==> config.mk <==
export PLATFORM = sky130hd
export DESIGN_NAME = dwdt_top
export DESIGN_NICKNAME = d
export VERILOG_FILES = /design/src/verilog/dwdt_pkg.sv /design/src/verilog/dwdt_top.sv
export SDC_FILE = /design/constraint.sdc
export NUM_CORES = 1
export LEC_CHECK = 0
export BUFFER_PORTS_ARGS = -buffer_cell sky130_fd_sc_hd__buf_2
export CORE_UTILIZATION = 55
export DETAILED_ROUTE_END_ITERATION = 8
export GPL_TIMING_DRIVEN = 0
export PLACE_DENSITY = 0.84
export SYNTH_ARGS = -nofsm -noshare
export SYNTH_HDL_FRONTEND = slang
export SYNTH_SLANG_ARGS = --single-unit
==> constraint.sdc <==
create_clock -name core_clk_in -period 2.6 [get_ports core_clk_in]
set_input_delay 0.52 -clock core_clk_in [delete_from_list [all_inputs] [get_ports core_clk_in]]
set_output_delay 0.52 -clock core_clk_in [all_outputs]
set_load 0.005 [all_outputs]
==> src/verilog/dwdt_pkg.sv <==
// Shared constants and types for the dual watchdog timer block.
package dwdt_pkg;

    // ------------------------------------------------------------------
    // Register byte offsets on the peripheral bus
    // ------------------------------------------------------------------
    localparam logic [7:0] SW_LOAD_OFS   = 8'h00;
    localparam logic [7:0] SW_VALUE_OFS  = 8'h04;
    localparam logic [7:0] SW_CTRL_OFS   = 8'h08;
    localparam logic [7:0] SW_KICK_OFS   = 8'h0C;
    localparam logic [7:0] SW_RAW_OFS    = 8'h10;
    localparam logic [7:0] SW_WIN_OFS    = 8'h14;
    localparam logic [7:0] SW_GUARD_OFS  = 8'h18;
    localparam logic [7:0] HW_LOAD_OFS   = 8'h40;
    localparam logic [7:0] HW_VALUE_OFS  = 8'h44;
    localparam logic [7:0] HW_CTRL_OFS   = 8'h48;
    localparam logic [7:0] HW_KICK_OFS   = 8'h4C;
    localparam logic [7:0] HW_RAW_OFS    = 8'h50;
    localparam logic [7:0] HW_GUARD_OFS  = 8'h58;

    // ------------------------------------------------------------------
    // Keys and reset values
    // ------------------------------------------------------------------
    localparam logic [31:0] UNLOCK_KEY    = 32'h1ACCE551;
    localparam logic [31:0] CTRL_KEY      = 32'hE5331AAE;
    localparam logic [31:0] SW_LOAD_RST   = 32'h0FFFFFFF;
    localparam logic [31:0] HW_LOAD_RST   = 32'h0000FFFF;
    localparam logic [31:0] SW_WIN_RST    = 32'h00000000;
    localparam logic [31:0] ZERO_WORD     = 32'h00000000;
    localparam logic [7:0]  KICK_MASK     = 8'hFF;

    // Default division of the bus clock that makes the software count clock.
    localparam int          SW_DIV_DEFAULT = 4;
    localparam int          SW_DIV_MAX     = 256;

    // ------------------------------------------------------------------
    // Field layout of both control registers, bits 2:0
    // ------------------------------------------------------------------
    typedef struct packed {
        logic win_en;   // Bit 2: window mode, software watchdog only.
        logic rst_en;   // Bit 1: reset request on second underflow or window violation.
        logic irq_en;   // Bit 0: interrupt enable, also the run bit.
    } dwdt_ctrl_t;

    localparam dwdt_ctrl_t SW_CTRL_RST = 3'h0;
    localparam dwdt_ctrl_t HW_CTRL_RST = 3'h3;

    // Lock states of the autonomous watchdog.
    typedef enum logic [1:0] {
        HW_LOCKED,
        HW_OPEN,
        HW_OPEN_ALL
    } dwdt_hw_lock_t;

endpackage

==> src/verilog/dwdt_top.sv <==
// Dual watchdog timer: software watchdog and autonomous watchdog behind an APB slave.
`timescale 1ns/100ps
`default_nettype none

module dwdt_top #(
    parameter int SW_DIV = dwdt_pkg::SW_DIV_DEFAULT
) (
    input  wire logic        core_clk_in,
    input  wire logic        nrst_in,
    input  wire logic        soft_reset_in,
    input  wire logic        pclk_halt_in,
    input  wire logic        slow_rc_clock_in,
    input  wire logic        psel_in,
    input  wire logic        penable_in,
    input  wire logic        pwrite_in,
    input  wire logic [7:0]  paddr_in,
    input  wire logic [31:0] pwdata_in,
    output logic      [31:0] prdata_out,
    output logic             pready_out,
    output logic             pslverr_out,
    output logic             sw_irq_out,
    output logic             sw_rst_req_out,
    output logic             hw_irq_out,
    output logic             hw_rst_req_out
);

    // ------------------------------------------------------------------
    // Elaboration checks
    // ------------------------------------------------------------------
    if (SW_DIV < 1 || SW_DIV > dwdt_pkg::SW_DIV_MAX) begin : g_div_check
        $error("SW_DIV must lie between 1 and 256");
    end

    // ------------------------------------------------------------------
    // Bus decode
    // ------------------------------------------------------------------

    // True for every offset that holds a register.
    function automatic logic ofs_known(input logic [7:0] a);
        unique case (a)
            dwdt_pkg::SW_LOAD_OFS, dwdt_pkg::SW_VALUE_OFS, dwdt_pkg::SW_CTRL_OFS,
            dwdt_pkg::SW_KICK_OFS, dwdt_pkg::SW_RAW_OFS, dwdt_pkg::SW_WIN_OFS,
            dwdt_pkg::SW_GUARD_OFS, dwdt_pkg::HW_LOAD_OFS, dwdt_pkg::HW_VALUE_OFS,
            dwdt_pkg::HW_CTRL_OFS, dwdt_pkg::HW_KICK_OFS, dwdt_pkg::HW_RAW_OFS,
            dwdt_pkg::HW_GUARD_OFS: ofs_known = 1'b1;
            default:                ofs_known = 1'b0;
        endcase
    endfunction
    logic bus_wr;
    logic bus_rd_setup;
    // Writes land in the access phase; reads are fetched in the setup phase.
    assign bus_wr       = psel_in & penable_in & pwrite_in;
    assign bus_rd_setup = psel_in & ~penable_in & ~pwrite_in;
    assign pready_out   = 1'b1;
    assign pslverr_out  = psel_in & penable_in & ~ofs_known(paddr_in);
    // Write strobe for one offset.
    function automatic logic wr_at(input logic wr, input logic [7:0] a, input logic [7:0] ofs);
        wr_at = wr & (a == ofs);
    endfunction

    // ------------------------------------------------------------------
    // Software watchdog registers
    // ------------------------------------------------------------------
    logic                 sw_reset;
    logic                 sw_unlocked_r;
    logic [31:0]          sw_interval_load_r;
    logic [31:0]          sw_window_control_r;
    dwdt_pkg::dwdt_ctrl_t sw_control_r;
    logic [31:0]          sw_count_r;
    logic                 sw_raw_irq_r;
    logic                 sw_rst_req_r;
    logic [7:0]           sw_div_r;
    logic                 sw_tick;
    logic                 sw_load_wr;
    logic                 sw_ctrl_wr;
    logic                 sw_kick_wr;
    logic                 sw_start;
    logic                 sw_reload;
    logic                 sw_underflow;
    logic                 sw_violation;
    logic                 sw_event;
    // A soft reset reaches the software watchdog but not the autonomous one.
    // any reset stops
    assign sw_reset = ~nrst_in | soft_reset_in;
    // Guard: key opens, anything else closes; kicks leave it as it is.
    // unlocked after reset
    always_ff @(posedge core_clk_in) begin
        if (sw_reset) begin
            sw_unlocked_r <= 1'b1;
        end else if (wr_at(bus_wr, paddr_in, dwdt_pkg::SW_GUARD_OFS)) begin
            sw_unlocked_r <= (pwdata_in == dwdt_pkg::UNLOCK_KEY); // key unlocks
        end
    end
    assign sw_load_wr = wr_at(bus_wr, paddr_in, dwdt_pkg::SW_LOAD_OFS) & sw_unlocked_r;
    assign sw_ctrl_wr = wr_at(bus_wr, paddr_in, dwdt_pkg::SW_CTRL_OFS) & sw_unlocked_r;
    assign sw_kick_wr = wr_at(bus_wr, paddr_in, dwdt_pkg::SW_KICK_OFS) & sw_unlocked_r;
    assign sw_start = sw_ctrl_wr & pwdata_in[0] & ~sw_control_r.irq_en;
    // Interval, window trigger and control registers.
    // interval register reset
    always_ff @(posedge core_clk_in) begin
        if (sw_reset) begin
            sw_interval_load_r  <= dwdt_pkg::SW_LOAD_RST;
            sw_window_control_r <= dwdt_pkg::SW_WIN_RST;
            sw_control_r        <= dwdt_pkg::SW_CTRL_RST;
        end else begin
            if (sw_load_wr) begin
                sw_interval_load_r <= pwdata_in;
            end
            if (wr_at(bus_wr, paddr_in, dwdt_pkg::SW_WIN_OFS) & sw_unlocked_r) begin
                sw_window_control_r <= pwdata_in;
            end
            if (sw_ctrl_wr) begin
                sw_control_r <= dwdt_pkg::dwdt_ctrl_t'(pwdata_in[2:0]); // zero stops
            end
        end
    end
    // Prescaler runs only while enabled and while the bus clock is up, so a
    // standby keeps both the prescaler phase and the count.
    // divided count clock
    always_ff @(posedge core_clk_in) begin
        if (sw_reset || sw_start || !sw_control_r.irq_en) begin
            sw_div_r <= 8'h00;
        end else if (!pclk_halt_in) begin
            sw_div_r <= sw_tick ? 8'h00 : sw_div_r + 8'h01;
        end
    end
    assign sw_tick = sw_control_r.irq_en & ~pclk_halt_in & (sw_div_r == 8'(SW_DIV - 1));

    assign sw_reload    = sw_kick_wr | sw_load_wr | sw_start;
    assign sw_underflow = sw_tick & (sw_count_r == dwdt_pkg::ZERO_WORD) & ~sw_reload;
    // An early kick or interval write counts as a failure in window mode.
    // window violation
    assign sw_violation = sw_control_r.win_en & sw_control_r.irq_en
                        & (sw_kick_wr | sw_load_wr) & (sw_count_r > sw_window_control_r);
    assign sw_event     = sw_underflow | sw_violation;
    // Down counter; a reload writes the new interval straight through.
    // 32-bit down counter
    always_ff @(posedge core_clk_in) begin
        if (sw_reset) begin
            sw_count_r <= dwdt_pkg::SW_LOAD_RST;
        end else if (sw_reload) begin
            sw_count_r <= sw_load_wr ? pwdata_in : sw_interval_load_r;
        end else if (sw_tick) begin
            sw_count_r <= (sw_count_r == dwdt_pkg::ZERO_WORD) ? sw_interval_load_r
                                                               : sw_count_r - 32'h00000001;
        end
    end
    // Event escalation: the event wins over a kick in the same cycle.
    // interrupt then reset
    always_ff @(posedge core_clk_in) begin
        if (sw_reset) begin
            sw_raw_irq_r <= 1'b0;
            sw_rst_req_r <= 1'b0;
        end else if (sw_event) begin
            sw_raw_irq_r <= 1'b1;
            if (sw_raw_irq_r && sw_control_r.rst_en) begin
                sw_rst_req_r <= 1'b1;
            end
        end else if (sw_kick_wr) begin
            sw_raw_irq_r <= 1'b0;
        end
    end

    // ------------------------------------------------------------------
    // Autonomous watchdog
    // ------------------------------------------------------------------
    logic                    slow_meta_r;
    logic                    slow_sync_r;
    logic                    slow_prev_r;
    logic                    hw_tick;
    dwdt_pkg::dwdt_hw_lock_t hw_lock_r;
    logic [31:0]             hw_interval_load_r;
    dwdt_pkg::dwdt_ctrl_t    hw_control_r;
    logic [31:0]             hw_count_r;
    logic                    hw_raw_irq_r;
    logic                    hw_rst_req_r;
    logic                    hw_kick_armed_r;
    logic [7:0]              hw_kick_byte_r;
    logic                    hw_open;
    logic                    hw_load_wr;
    logic                    hw_ctrl_wr;
    logic                    hw_kick_wr;
    logic                    hw_kick_done;
    logic                    hw_start;
    logic                    hw_reload;
    logic                    hw_underflow;
    // The oscillator is sampled through two flops; its rising edge is the
    // count enable, so a stopped oscillator simply produces no enables.
    // two-flop synchroniser
    always_ff @(posedge core_clk_in) begin
        if (!nrst_in) begin
            slow_meta_r <= 1'b0;
            slow_sync_r <= 1'b0;
            slow_prev_r <= 1'b0;
        end else begin
            slow_meta_r <= slow_rc_clock_in;
            slow_sync_r <= slow_meta_r;
            slow_prev_r <= slow_sync_r;
        end
    end
    assign hw_tick = hw_control_r.irq_en & slow_sync_r & ~slow_prev_r;

    assign hw_open    = (hw_lock_r != dwdt_pkg::HW_LOCKED);
    assign hw_load_wr = wr_at(bus_wr, paddr_in, dwdt_pkg::HW_LOAD_OFS) & hw_open;
    assign hw_kick_wr = wr_at(bus_wr, paddr_in, dwdt_pkg::HW_KICK_OFS) & hw_open;
    assign hw_ctrl_wr = wr_at(bus_wr, paddr_in, dwdt_pkg::HW_CTRL_OFS)
                      & (hw_lock_r == dwdt_pkg::HW_OPEN_ALL);
    assign hw_kick_done = hw_kick_wr & hw_kick_armed_r
                        & (pwdata_in[7:0] == (hw_kick_byte_r ^ dwdt_pkg::KICK_MASK));
    // Lock sequencer; a load or control write or a finished kick closes it again.
    // second key opens control
    always_ff @(posedge core_clk_in) begin
        if (!nrst_in) begin
            hw_lock_r <= dwdt_pkg::HW_LOCKED;
        end else if (wr_at(bus_wr, paddr_in, dwdt_pkg::HW_GUARD_OFS)) begin
            if (pwdata_in == dwdt_pkg::UNLOCK_KEY) begin
                hw_lock_r <= dwdt_pkg::HW_OPEN;
            end else if (pwdata_in == dwdt_pkg::CTRL_KEY && hw_lock_r == dwdt_pkg::HW_OPEN) begin
                hw_lock_r <= dwdt_pkg::HW_OPEN_ALL;
            end else begin
                hw_lock_r <= dwdt_pkg::HW_LOCKED;
            end
        end else if (hw_load_wr || hw_ctrl_wr || hw_kick_done) begin
            hw_lock_r <= dwdt_pkg::HW_LOCKED;
        end
    end
    // Two-write kick: a mismatched second byte drops the pair.
    always_ff @(posedge core_clk_in) begin
        if (!nrst_in) begin
            hw_kick_armed_r <= 1'b0;
            hw_kick_byte_r  <= 8'h00;
        end else if (hw_kick_wr) begin
            hw_kick_armed_r <= ~hw_kick_armed_r;
            hw_kick_byte_r  <= pwdata_in[7:0];
        end
    end

    assign hw_start = hw_ctrl_wr & pwdata_in[0] & ~hw_control_r.irq_en;
    // Control resets to running with reset escalation, so no software is
    // needed to arm it; a soft reset is deliberately not looked at here.
    // runs after reset
    always_ff @(posedge core_clk_in) begin
        if (!nrst_in) begin
            hw_interval_load_r <= dwdt_pkg::HW_LOAD_RST;
            hw_control_r       <= dwdt_pkg::HW_CTRL_RST;
        end else begin
            if (hw_load_wr) begin
                hw_interval_load_r <= pwdata_in;
            end
            if (hw_ctrl_wr) begin
                hw_control_r <= dwdt_pkg::dwdt_ctrl_t'({1'b0, pwdata_in[1:0]});
            end
        end
    end

    assign hw_reload    = hw_kick_done | hw_load_wr | hw_start;
    assign hw_underflow = hw_tick & (hw_count_r == dwdt_pkg::ZERO_WORD) & ~hw_reload;

    always_ff @(posedge core_clk_in) begin
        if (!nrst_in) begin
            hw_count_r <= dwdt_pkg::HW_LOAD_RST;
        end else if (hw_reload) begin
            hw_count_r <= hw_load_wr ? pwdata_in : hw_interval_load_r;
        end else if (hw_tick) begin
            hw_count_r <= (hw_count_r == dwdt_pkg::ZERO_WORD) ? hw_interval_load_r
                                                               : hw_count_r - 32'h00000001;
        end
    end

    always_ff @(posedge core_clk_in) begin
        if (!nrst_in) begin
            hw_raw_irq_r <= 1'b0;
            hw_rst_req_r <= 1'b0;
        end else if (hw_underflow) begin
            hw_raw_irq_r <= 1'b1;
            if (hw_raw_irq_r && hw_control_r.rst_en) begin
                hw_rst_req_r <= 1'b1;
            end
        end else if (hw_kick_done) begin
            hw_raw_irq_r <= 1'b0;
        end
    end

    // ------------------------------------------------------------------
    // Read data and request outputs
    // ------------------------------------------------------------------

    // Read data is captured in the setup phase so it is a flop output in the
    // access phase; the counter may move by one tick in between.
    // live counter readback
    always_ff @(posedge core_clk_in) begin
        if (!nrst_in) begin
            prdata_out <= dwdt_pkg::ZERO_WORD;
        end else if (bus_rd_setup) begin
            unique case (paddr_in)
                dwdt_pkg::SW_LOAD_OFS:  prdata_out <= sw_interval_load_r;
                dwdt_pkg::SW_VALUE_OFS: prdata_out <= sw_count_r;
                dwdt_pkg::SW_CTRL_OFS:  prdata_out <= {29'h0, sw_control_r};
                dwdt_pkg::SW_RAW_OFS:   prdata_out <= {31'h0, sw_raw_irq_r};
                dwdt_pkg::SW_WIN_OFS:   prdata_out <= sw_window_control_r;
                dwdt_pkg::SW_GUARD_OFS: prdata_out <= {31'h0, ~sw_unlocked_r};
                dwdt_pkg::HW_LOAD_OFS:  prdata_out <= hw_interval_load_r;
                dwdt_pkg::HW_VALUE_OFS: prdata_out <= hw_count_r;
                dwdt_pkg::HW_CTRL_OFS:  prdata_out <= {29'h0, hw_control_r};
                dwdt_pkg::HW_RAW_OFS:   prdata_out <= {31'h0, hw_raw_irq_r};
                dwdt_pkg::HW_GUARD_OFS: prdata_out <= {30'h0,
                                                       hw_lock_r == dwdt_pkg::HW_OPEN_ALL,
                                                       hw_lock_r == dwdt_pkg::HW_LOCKED};
                default:                prdata_out <= dwdt_pkg::ZERO_WORD;
            endcase
        end
    end
    // Requests are sticky levels; the reset controller answers with a reset.
    assign sw_irq_out     = sw_raw_irq_r;
    assign sw_rst_req_out = sw_rst_req_r;
    assign hw_irq_out     = hw_raw_irq_r;
    assign hw_rst_req_out = hw_rst_req_r;

endmodule

`default_nettype wire
* After elaboration in Yosys (flattened, before gate mapping) *
Index checks and enable logic that the tools add are counted.

word-level totals
  memories = 0
  output and inout port bits = 38
  input bits = 48
  bits in writable memories = 0
  latch bits = 0
  logic and storage cells = 142
  ROM bits = 0
  bits in registers = 224

operators by class
  multiply operators = 0
  add/subtract/negate cells = 3
  divide/modulo/power cells = 0
  bitwise logic cells = 57
  equality and inequality tests = 18
  shift operators = 0
  muxes and demuxes = 19
  order comparisons = 1
  reductions and logical operators = 21

operators with widths
  operator               count
  $pmux 32 s11           1
  $mux 32                8
  $logic_not 32->1       2
  $sub 32x1->32 const B  2
  $eq 8x7->1 const B     6
  $and 1x1->1            38
  $eq 32x29->1 const B   1
  $eq 32x32->1 const B   1
  $gt 32x32->1           1
  $eq 8x5->1 const B     3
  $eq 8x4->1 const B     2
  $reduce_or 13->1       1
  $not 1->1              12
  $reduce_bool 2->1      6
  $add 8x1->8 const B    1
  $eq 8x2->1 const B     1
  $eq 8x3->1 const B     1
  $eq 8x8->1             1
  $logic_not 8->1        1
  $mux 2                 4
  $mux 8                 1
  $not 8->8              1
  $or 1x1->1             6
  $mux 1                 5
  other kinds (7)        13

* Logic depth before layout (Yosys ltp) *
  depth after elaboration = 11
  depth in mapped cells = 10
  mapped depth without buffers = 8

* Worst setup path after synthesis *
No wires, ideal clock.

  path type = input -> register
  from = input paddr_in[5]
  to = register hw_count_r[19]
  setup time = 0.119 ns
  data arrival time = 2.626 ns
  required time = 2.481 ns
  buffers on the path = 4
  cell stages on the path = 10
  setup slack = -0.145 ns
  cells stage by stage = buf_2 -> or4b_1 -> clkbuf_1 -> or3_1 -> buf_6 -> nor4_4 -> or2_2 -> buf_6 -> a211oi_1 -> o221a_1

on the way
  longest elaborated chain between the ends = 8
  elaborated cells on any way between the ends = 18
  those cells by class = eq/ne: 3; mux: 2; bitwise: 12; reduce/logical: 1

RTL lines
  what                                          RTL line         source
  start: declaration                            dwdt_top.sv:16   input wire logic [7:0] paddr_in,
  $eq 8x7->1                                    dwdt_top.sv:58   wr_at = wr & (a == ofs);
  $and 1x1->1                                   dwdt_top.sv:58
  $and 1x1->1                                   dwdt_top.sv:205  assign hw_kick_wr = wr_at(bus_wr, paddr_in, dwdt_pkg::HW_KICK_OFS) & hw_open;
  $and 1x1->1                                   dwdt_top.sv:208  assign hw_kick_done = hw_kick_wr & hw_kick_armed_r
  $and 1x1->1                                   dwdt_top.sv:209  & (pwdata_in[7:0] == (hw_kick_byte_r ^ dwdt_pkg::KICK_MASK));
  $or 1x1->1 (2 in series)                      dwdt_top.sv:256  assign hw_reload = hw_kick_done | hw_load_wr | hw_start;
  $mux 32 or $reduce_bool 2->1 (tied branches)  -
  end signal: assignment                        dwdt_top.sv:261  hw_count_r <= dwdt_pkg::HW_LOAD_RST;
  end signal: assignment                        dwdt_top.sv:263  hw_count_r <= hw_load_wr ? pwdata_in : hw_interval_load_r;
  end signal: assignment                        dwdt_top.sv:265  hw_count_r <= (hw_count_r == dwdt_pkg::ZERO_WORD) ? hw_interval_load_r
  end: declaration                              dwdt_top.sv:174  logic [31:0] hw_count_r;

Parallel ways exist; a longest one is shown, timed or not.
A chain may end at the register's enable or synchronous reset.

* Worst setup path in the final report *
  from = register hw_count_r[10]
  to = register hw_count_r[6]

on the way
  longest elaborated chain between the ends = 4

RTL lines
  what              RTL line         source
  $logic_not 32->1  dwdt_top.sv:265
  $mux 32           dwdt_top.sv:265
  $mux 32           dwdt_top.sv:264  end else if (hw_tick) begin
  $mux 32           dwdt_top.sv:262  end else if (hw_reload) begin

Every way passes these cells. The select of a mux whose other input is x is not followed.

==> summary.md <==
| Metric | Value |
|---|---|
| Simple-Gate Fraction of Synth Area | `22.0%` |
| Die boundary width | `154 um` |
| Crit Reg-Reg Startpoint | `hw_count_r[10]` |
| Fraction of registers with async set or reset after synthesis | `0%` |
| Sum of net half-perimeters after detailed placement | `36000 um` |
| Dominant combinational cell family by area after synthesis | `compound AO/OA/AOI/OAI gates` |
| CTS H-tree depth | `1` |
| Switching power share of the total | `23.7%` |
| Total core area | `22600 um2` |
| Buffer type at the clock tree root | `sky130_fd_sc_hd__clkbuf_16` |
| Number of different library cells in the post-synthesis netlist | `82` |
| Cell type group with the largest total delay on the critical path | `simple AND/OR/NAND/NOR gates` |
| Total setup violations reported at the end of the flow | `0` |
| Largest incremental delay on the critical path | `0.60 ns` |
| Max Buffers Root-to-Sink | `3` |
| Synthesized area | `12700 um2` |
| Antenna-violating nets left | `0` |
| Element type at the critical path start | `register` |
| Via-per-instance ratio | `6.80` |
| Standard-cell rows | `55` |
| Vias in the first global route | `12200` |
| Combinational cell fraction of total power | `5.9%` |
| Nature of the critical path endpoint | `register` |
| Number of buffers created by CTS | `26` |
| Initial core utilization | `56.0%` |
| Sum of routed wire length over all layers | `48800 um` |
| Total internal power | `6.03 mW` |
| Crit-path max FO | `10` |
| Final weighted congestion in routability-driven placement | `1.09` |
| Count of antenna diodes in the layout | `0` |
| Clock Skew | `0.0110 ns` |
| Setup slack at placement | `-1.00 ns` |
| Starting DRC count in detailed routing | `1834` |
| Min cycle time layout | `2.55 ns` |
| Worst setup path class | `reg -> reg` |
| Yosys top cell by area | `sky130_fd_sc_hd__dfxtp_1` |
| Post-route total power | `7.91 mW` |
| Min-Delay Path Depth | `2` |
| Switching power summed over all nets | `1.88 mW` |
| Total Die Area | `23700 um2` |
| Combined global-route utilization of all metal layers | `40.1%` |
| Vertical extent of the die | `154 um` |
| Commonest cells after routing, fill and taps aside | `sky130_fd_sc_hd__dfxtp_1, sky130_fd_sc_hd__nand2_1, sky130_fd_sc_hd__nor2_1` |
| Sequential share of the synthesized area | `35.4%` |
| Final-layout fill cell count | `1933` |
| Xor and xnor area share after synthesis | `3.32%` |
| I/O Buffers | `72` |
| Number of buffers inserted by hold repair at cts | `0` |
| Synthesized net count | `1642` |
| Maximum clock frequency | `393 MHz` |
| Endpoint with the worst hold slack | `slow_meta_r` |
| Total power per unit cell area | `535 nW/um2` |
| Share of layout cells above drive strength 1 | `12.6%` |
| List of cells traversed by the critical path | `nor4_4 > nand2_4 > or4_4 > clkbuf_4 > o21a_1 > o221ai_1 > o211ai_1` |
| Post-detailed-route DRC marker count | `0` |
| Data required time at the worst endpoint | `2.98 ns` |
| Register-to-register setup slack | `0.05 ns` |
| Post-synthesis compound-gate area fraction | `22.6%` |
| Wire length of the first global-routing pass | `72600 um` |
| Multiplexer share of the synthesized area | `7.52%` |
| Router iterations before antenna repair | `8` |
| Number of flip-flops and latches in the synthesized netlist | `224` |
| Clock latency reported for the late side of the worst-skew pair | `0.54 ns` |
| Commonest register cell after synthesis | `sky130_fd_sc_hd__dfxtp_1` |
| Instance count after placement with tap cells included | `1916` |
| IR Drop Worst-Case VDD | `0.504 mV` |
| Worst Hold Class | `in -> reg` |
| Launch point of the worst hold path | `slow_rc_clock_in` |
| Post-synth top area share | `35.4%` |
| Vias after detailed routing | `13500` |
| Final count of pins violating max slew | `0` |
| Post-layout instance count excluding filler cells | `1979` |
| Least setup slack across all paths after layout | `0.0533 ns` |
| I/O pin total | `86` |
| Total of max-cap violations | `0` |
| Final worst path period share | `98.0%` |
| Ranking of synthesized cells by area | `sky130_fd_sc_hd__dfxtp_1, sky130_fd_sc_hd__mux2i_1, sky130_fd_sc_hd__nand2_1, sky130_fd_sc_hd__ha_1, sky130_fd_sc_hd__a21oi_1` |
| Slew headroom | `33.7%` |
| Residual overflow from global routing | `0` |
| Worst Reg2Reg Path Length in Cells | `7` |
| Synthesized area divided by synthesized cell count | `8.14 um2` |
| Leading cell type in the layout, fill and taps excluded | `sky130_fd_sc_hd__dfxtp_1` |
| Post-synth EDFFs | `0` |
| Number of sinks handled by clock tree synthesis | `224` |
| Number of antenna violations at the first check in global routing | `0` |
| Count of warnings emitted by yosys | `0` |
| Total count of hold-check failures in the final report | `0` |
| Clock group share of total power | `49.8%` |
| Reported leakage power | `5.33 nW` |
| CTS tree | `yes` |
| Standard cell with the maximum stage delay on the critical path | `sky130_fd_sc_hd__or4_4` |
| Worst Max-Slew Pin Slew | `0.985 ns` |
| Area Growth Syn to Fin | `16.7%` |
| Sequential power share | `44.3%` |
| Pin count of the biggest net entering global routing | `13` |
| Buffering stage count on the worst path with inverters included | `1` |
| Clock transition at the registers of the reported paths | `0.06 ns` |
| Share of synthesized cell area in full adder, half adder and majority cells | `3.65%` |
| Worst r2r dst | `hw_count_r[6]` |
| Status | `completed` |
| Post-synthesis cell count | `1557` |
| Setup_tns | `0 ns` |
| Worst Path Arrival | `2.92 ns` |
| Total Nets Final | `1760` |
| Detailed-route wire length per cell | `24.7 um` |
==> Yosys cell counts, types with 9 or more instances <==
master	number
sky130_fd_sc_hd__xor2_1	32
sky130_fd_sc_hd__a222oi_1	29
sky130_fd_sc_hd__a2bb2oi_1	11
sky130_fd_sc_hd__or3_1	12
sky130_fd_sc_hd__ha_1	37
sky130_fd_sc_hd__o211ai_1	14
sky130_fd_sc_hd__o21a_1	13
sky130_fd_sc_hd__a32oi_1	10
sky130_fd_sc_hd__nor2_1	121
sky130_fd_sc_hd__buf_2	17
sky130_fd_sc_hd__mux2i_1	93
sky130_fd_sc_hd__a211oi_1	15
sky130_fd_sc_hd__inv_1	49
sky130_fd_sc_hd__a22o_1	34
sky130_fd_sc_hd__o21ai_0	60
sky130_fd_sc_hd__nand4_1	27
sky130_fd_sc_hd__o221ai_1	15
sky130_fd_sc_hd__nor3_1	41
sky130_fd_sc_hd__xnor2_1	16
sky130_fd_sc_hd__nor4_1	24
sky130_fd_sc_hd__a21oi_1	92
sky130_fd_sc_hd__a31oi_1	43
sky130_fd_sc_hd__nand2_1	211
sky130_fd_sc_hd__nand3_1	44
sky130_fd_sc_hd__and3_1	17
sky130_fd_sc_hd__dfxtp_1	224
sky130_fd_sc_hd__nor2b_1	9
sky130_fd_sc_hd__clkbuf_1	97
==> cell families after synthesis <==
logic type | Yosys count
simple gates | 571
buf+inv | 171
fa+ha+maj | 37
xor+xnor | 48
mux | 95
compound gates | 410
flops | 224
other cells | 1
==> stage by stage <==
step	utilization [%]	cell area, um2	hold WS, ns
finish	65.3	14800	0.187
global route	65.3	14800	0.205
CTS	64.5	14600	0.190
detailed placement	59.4	13400	0.432
global placement	59.2	13400	0.429
floorplan	-	12700	0.412
==> final cells by class <==
| class | instances | area [um2] | share of cell area (%) |
|---|---|---|---|
| plain buffers | 118 | 519 | 3.51 |
| multi-input cells | 1162 | 7800 | 52.7 |
| flip-flops and latches | 224 | 4490 | 30.3 |
| clock buffers | 44 | 860 | 5.81 |
| inverters | 50 | 188 | 1.27 |
| well taps | 285 | 357 | 2.41 |
| repair buffers | 93 | 518 | 3.50 |
| clock inverters | 3 | 65.1 | 0.440 |
==> metal layers <==
metal  vias up  share of wire [%]  track usage, %
met5         -                  0               0
met1      6181                 38            53.0
met2      1059                 43            61.4
met4         0                6.4            22.8
li1       5993                  -               -
met3       226                 13            7.50
==> power groups by stage <==
stage / Clock [mW] / Combinational [mW] / Sequential (mW)
2_1_floorplan: 0 / 0.228 / 3.56
3_3_place_gp: 0 / 0.427 / 3.57
3_5_place_dp: 0 / 0.436 / 3.57
4_1_cts: 3.91 / 0.443 / 3.50
5_1_grt: 4.06 / 0.485 / 3.51
6_report: 3.94 / 0.466 / 3.51
==> state kept, by name, indices dropped and copies added, names as in the netlist, 2 cells and up <==
name	flops
hw_kick_byte_r	8
sw_interval_load_r	32
hw_lock_r	2
hw_interval_load_r	32
sw_window_control_r	32
sw_control_r	3
prdata_out	32
hw_control_r	2
sw_div_r	8
hw_count_r	32
sw_count_r	32
==> worst max path at each step <==
stage              startpoint             end  slack, ns  cells after the start
2_1_floorplan     paddr_in[5]  hw_count_r[19]      -0.02                     10
3_3_place_gp      paddr_in[1]  hw_count_r[30]      -1.23                      7
3_5_place_dp      paddr_in[4]  prdata_out[22]      -1.00                      8
4_1_cts           paddr_in[1]  hw_count_r[10]    -0.0001                      9
5_1_grt           paddr_in[1]     pslverr_out     -0.007                      7
6_report       hw_count_r[10]   hw_count_r[6]       0.05                      7
==> what timing repair did <==
item	4_1_cts	5_1_grt
pin swaps	5	8
setup endpoints to repair	145	92
buffers inserted	9	10
resized for setup	35	29
Note: power is estimated with default switching activity, not from simulation.
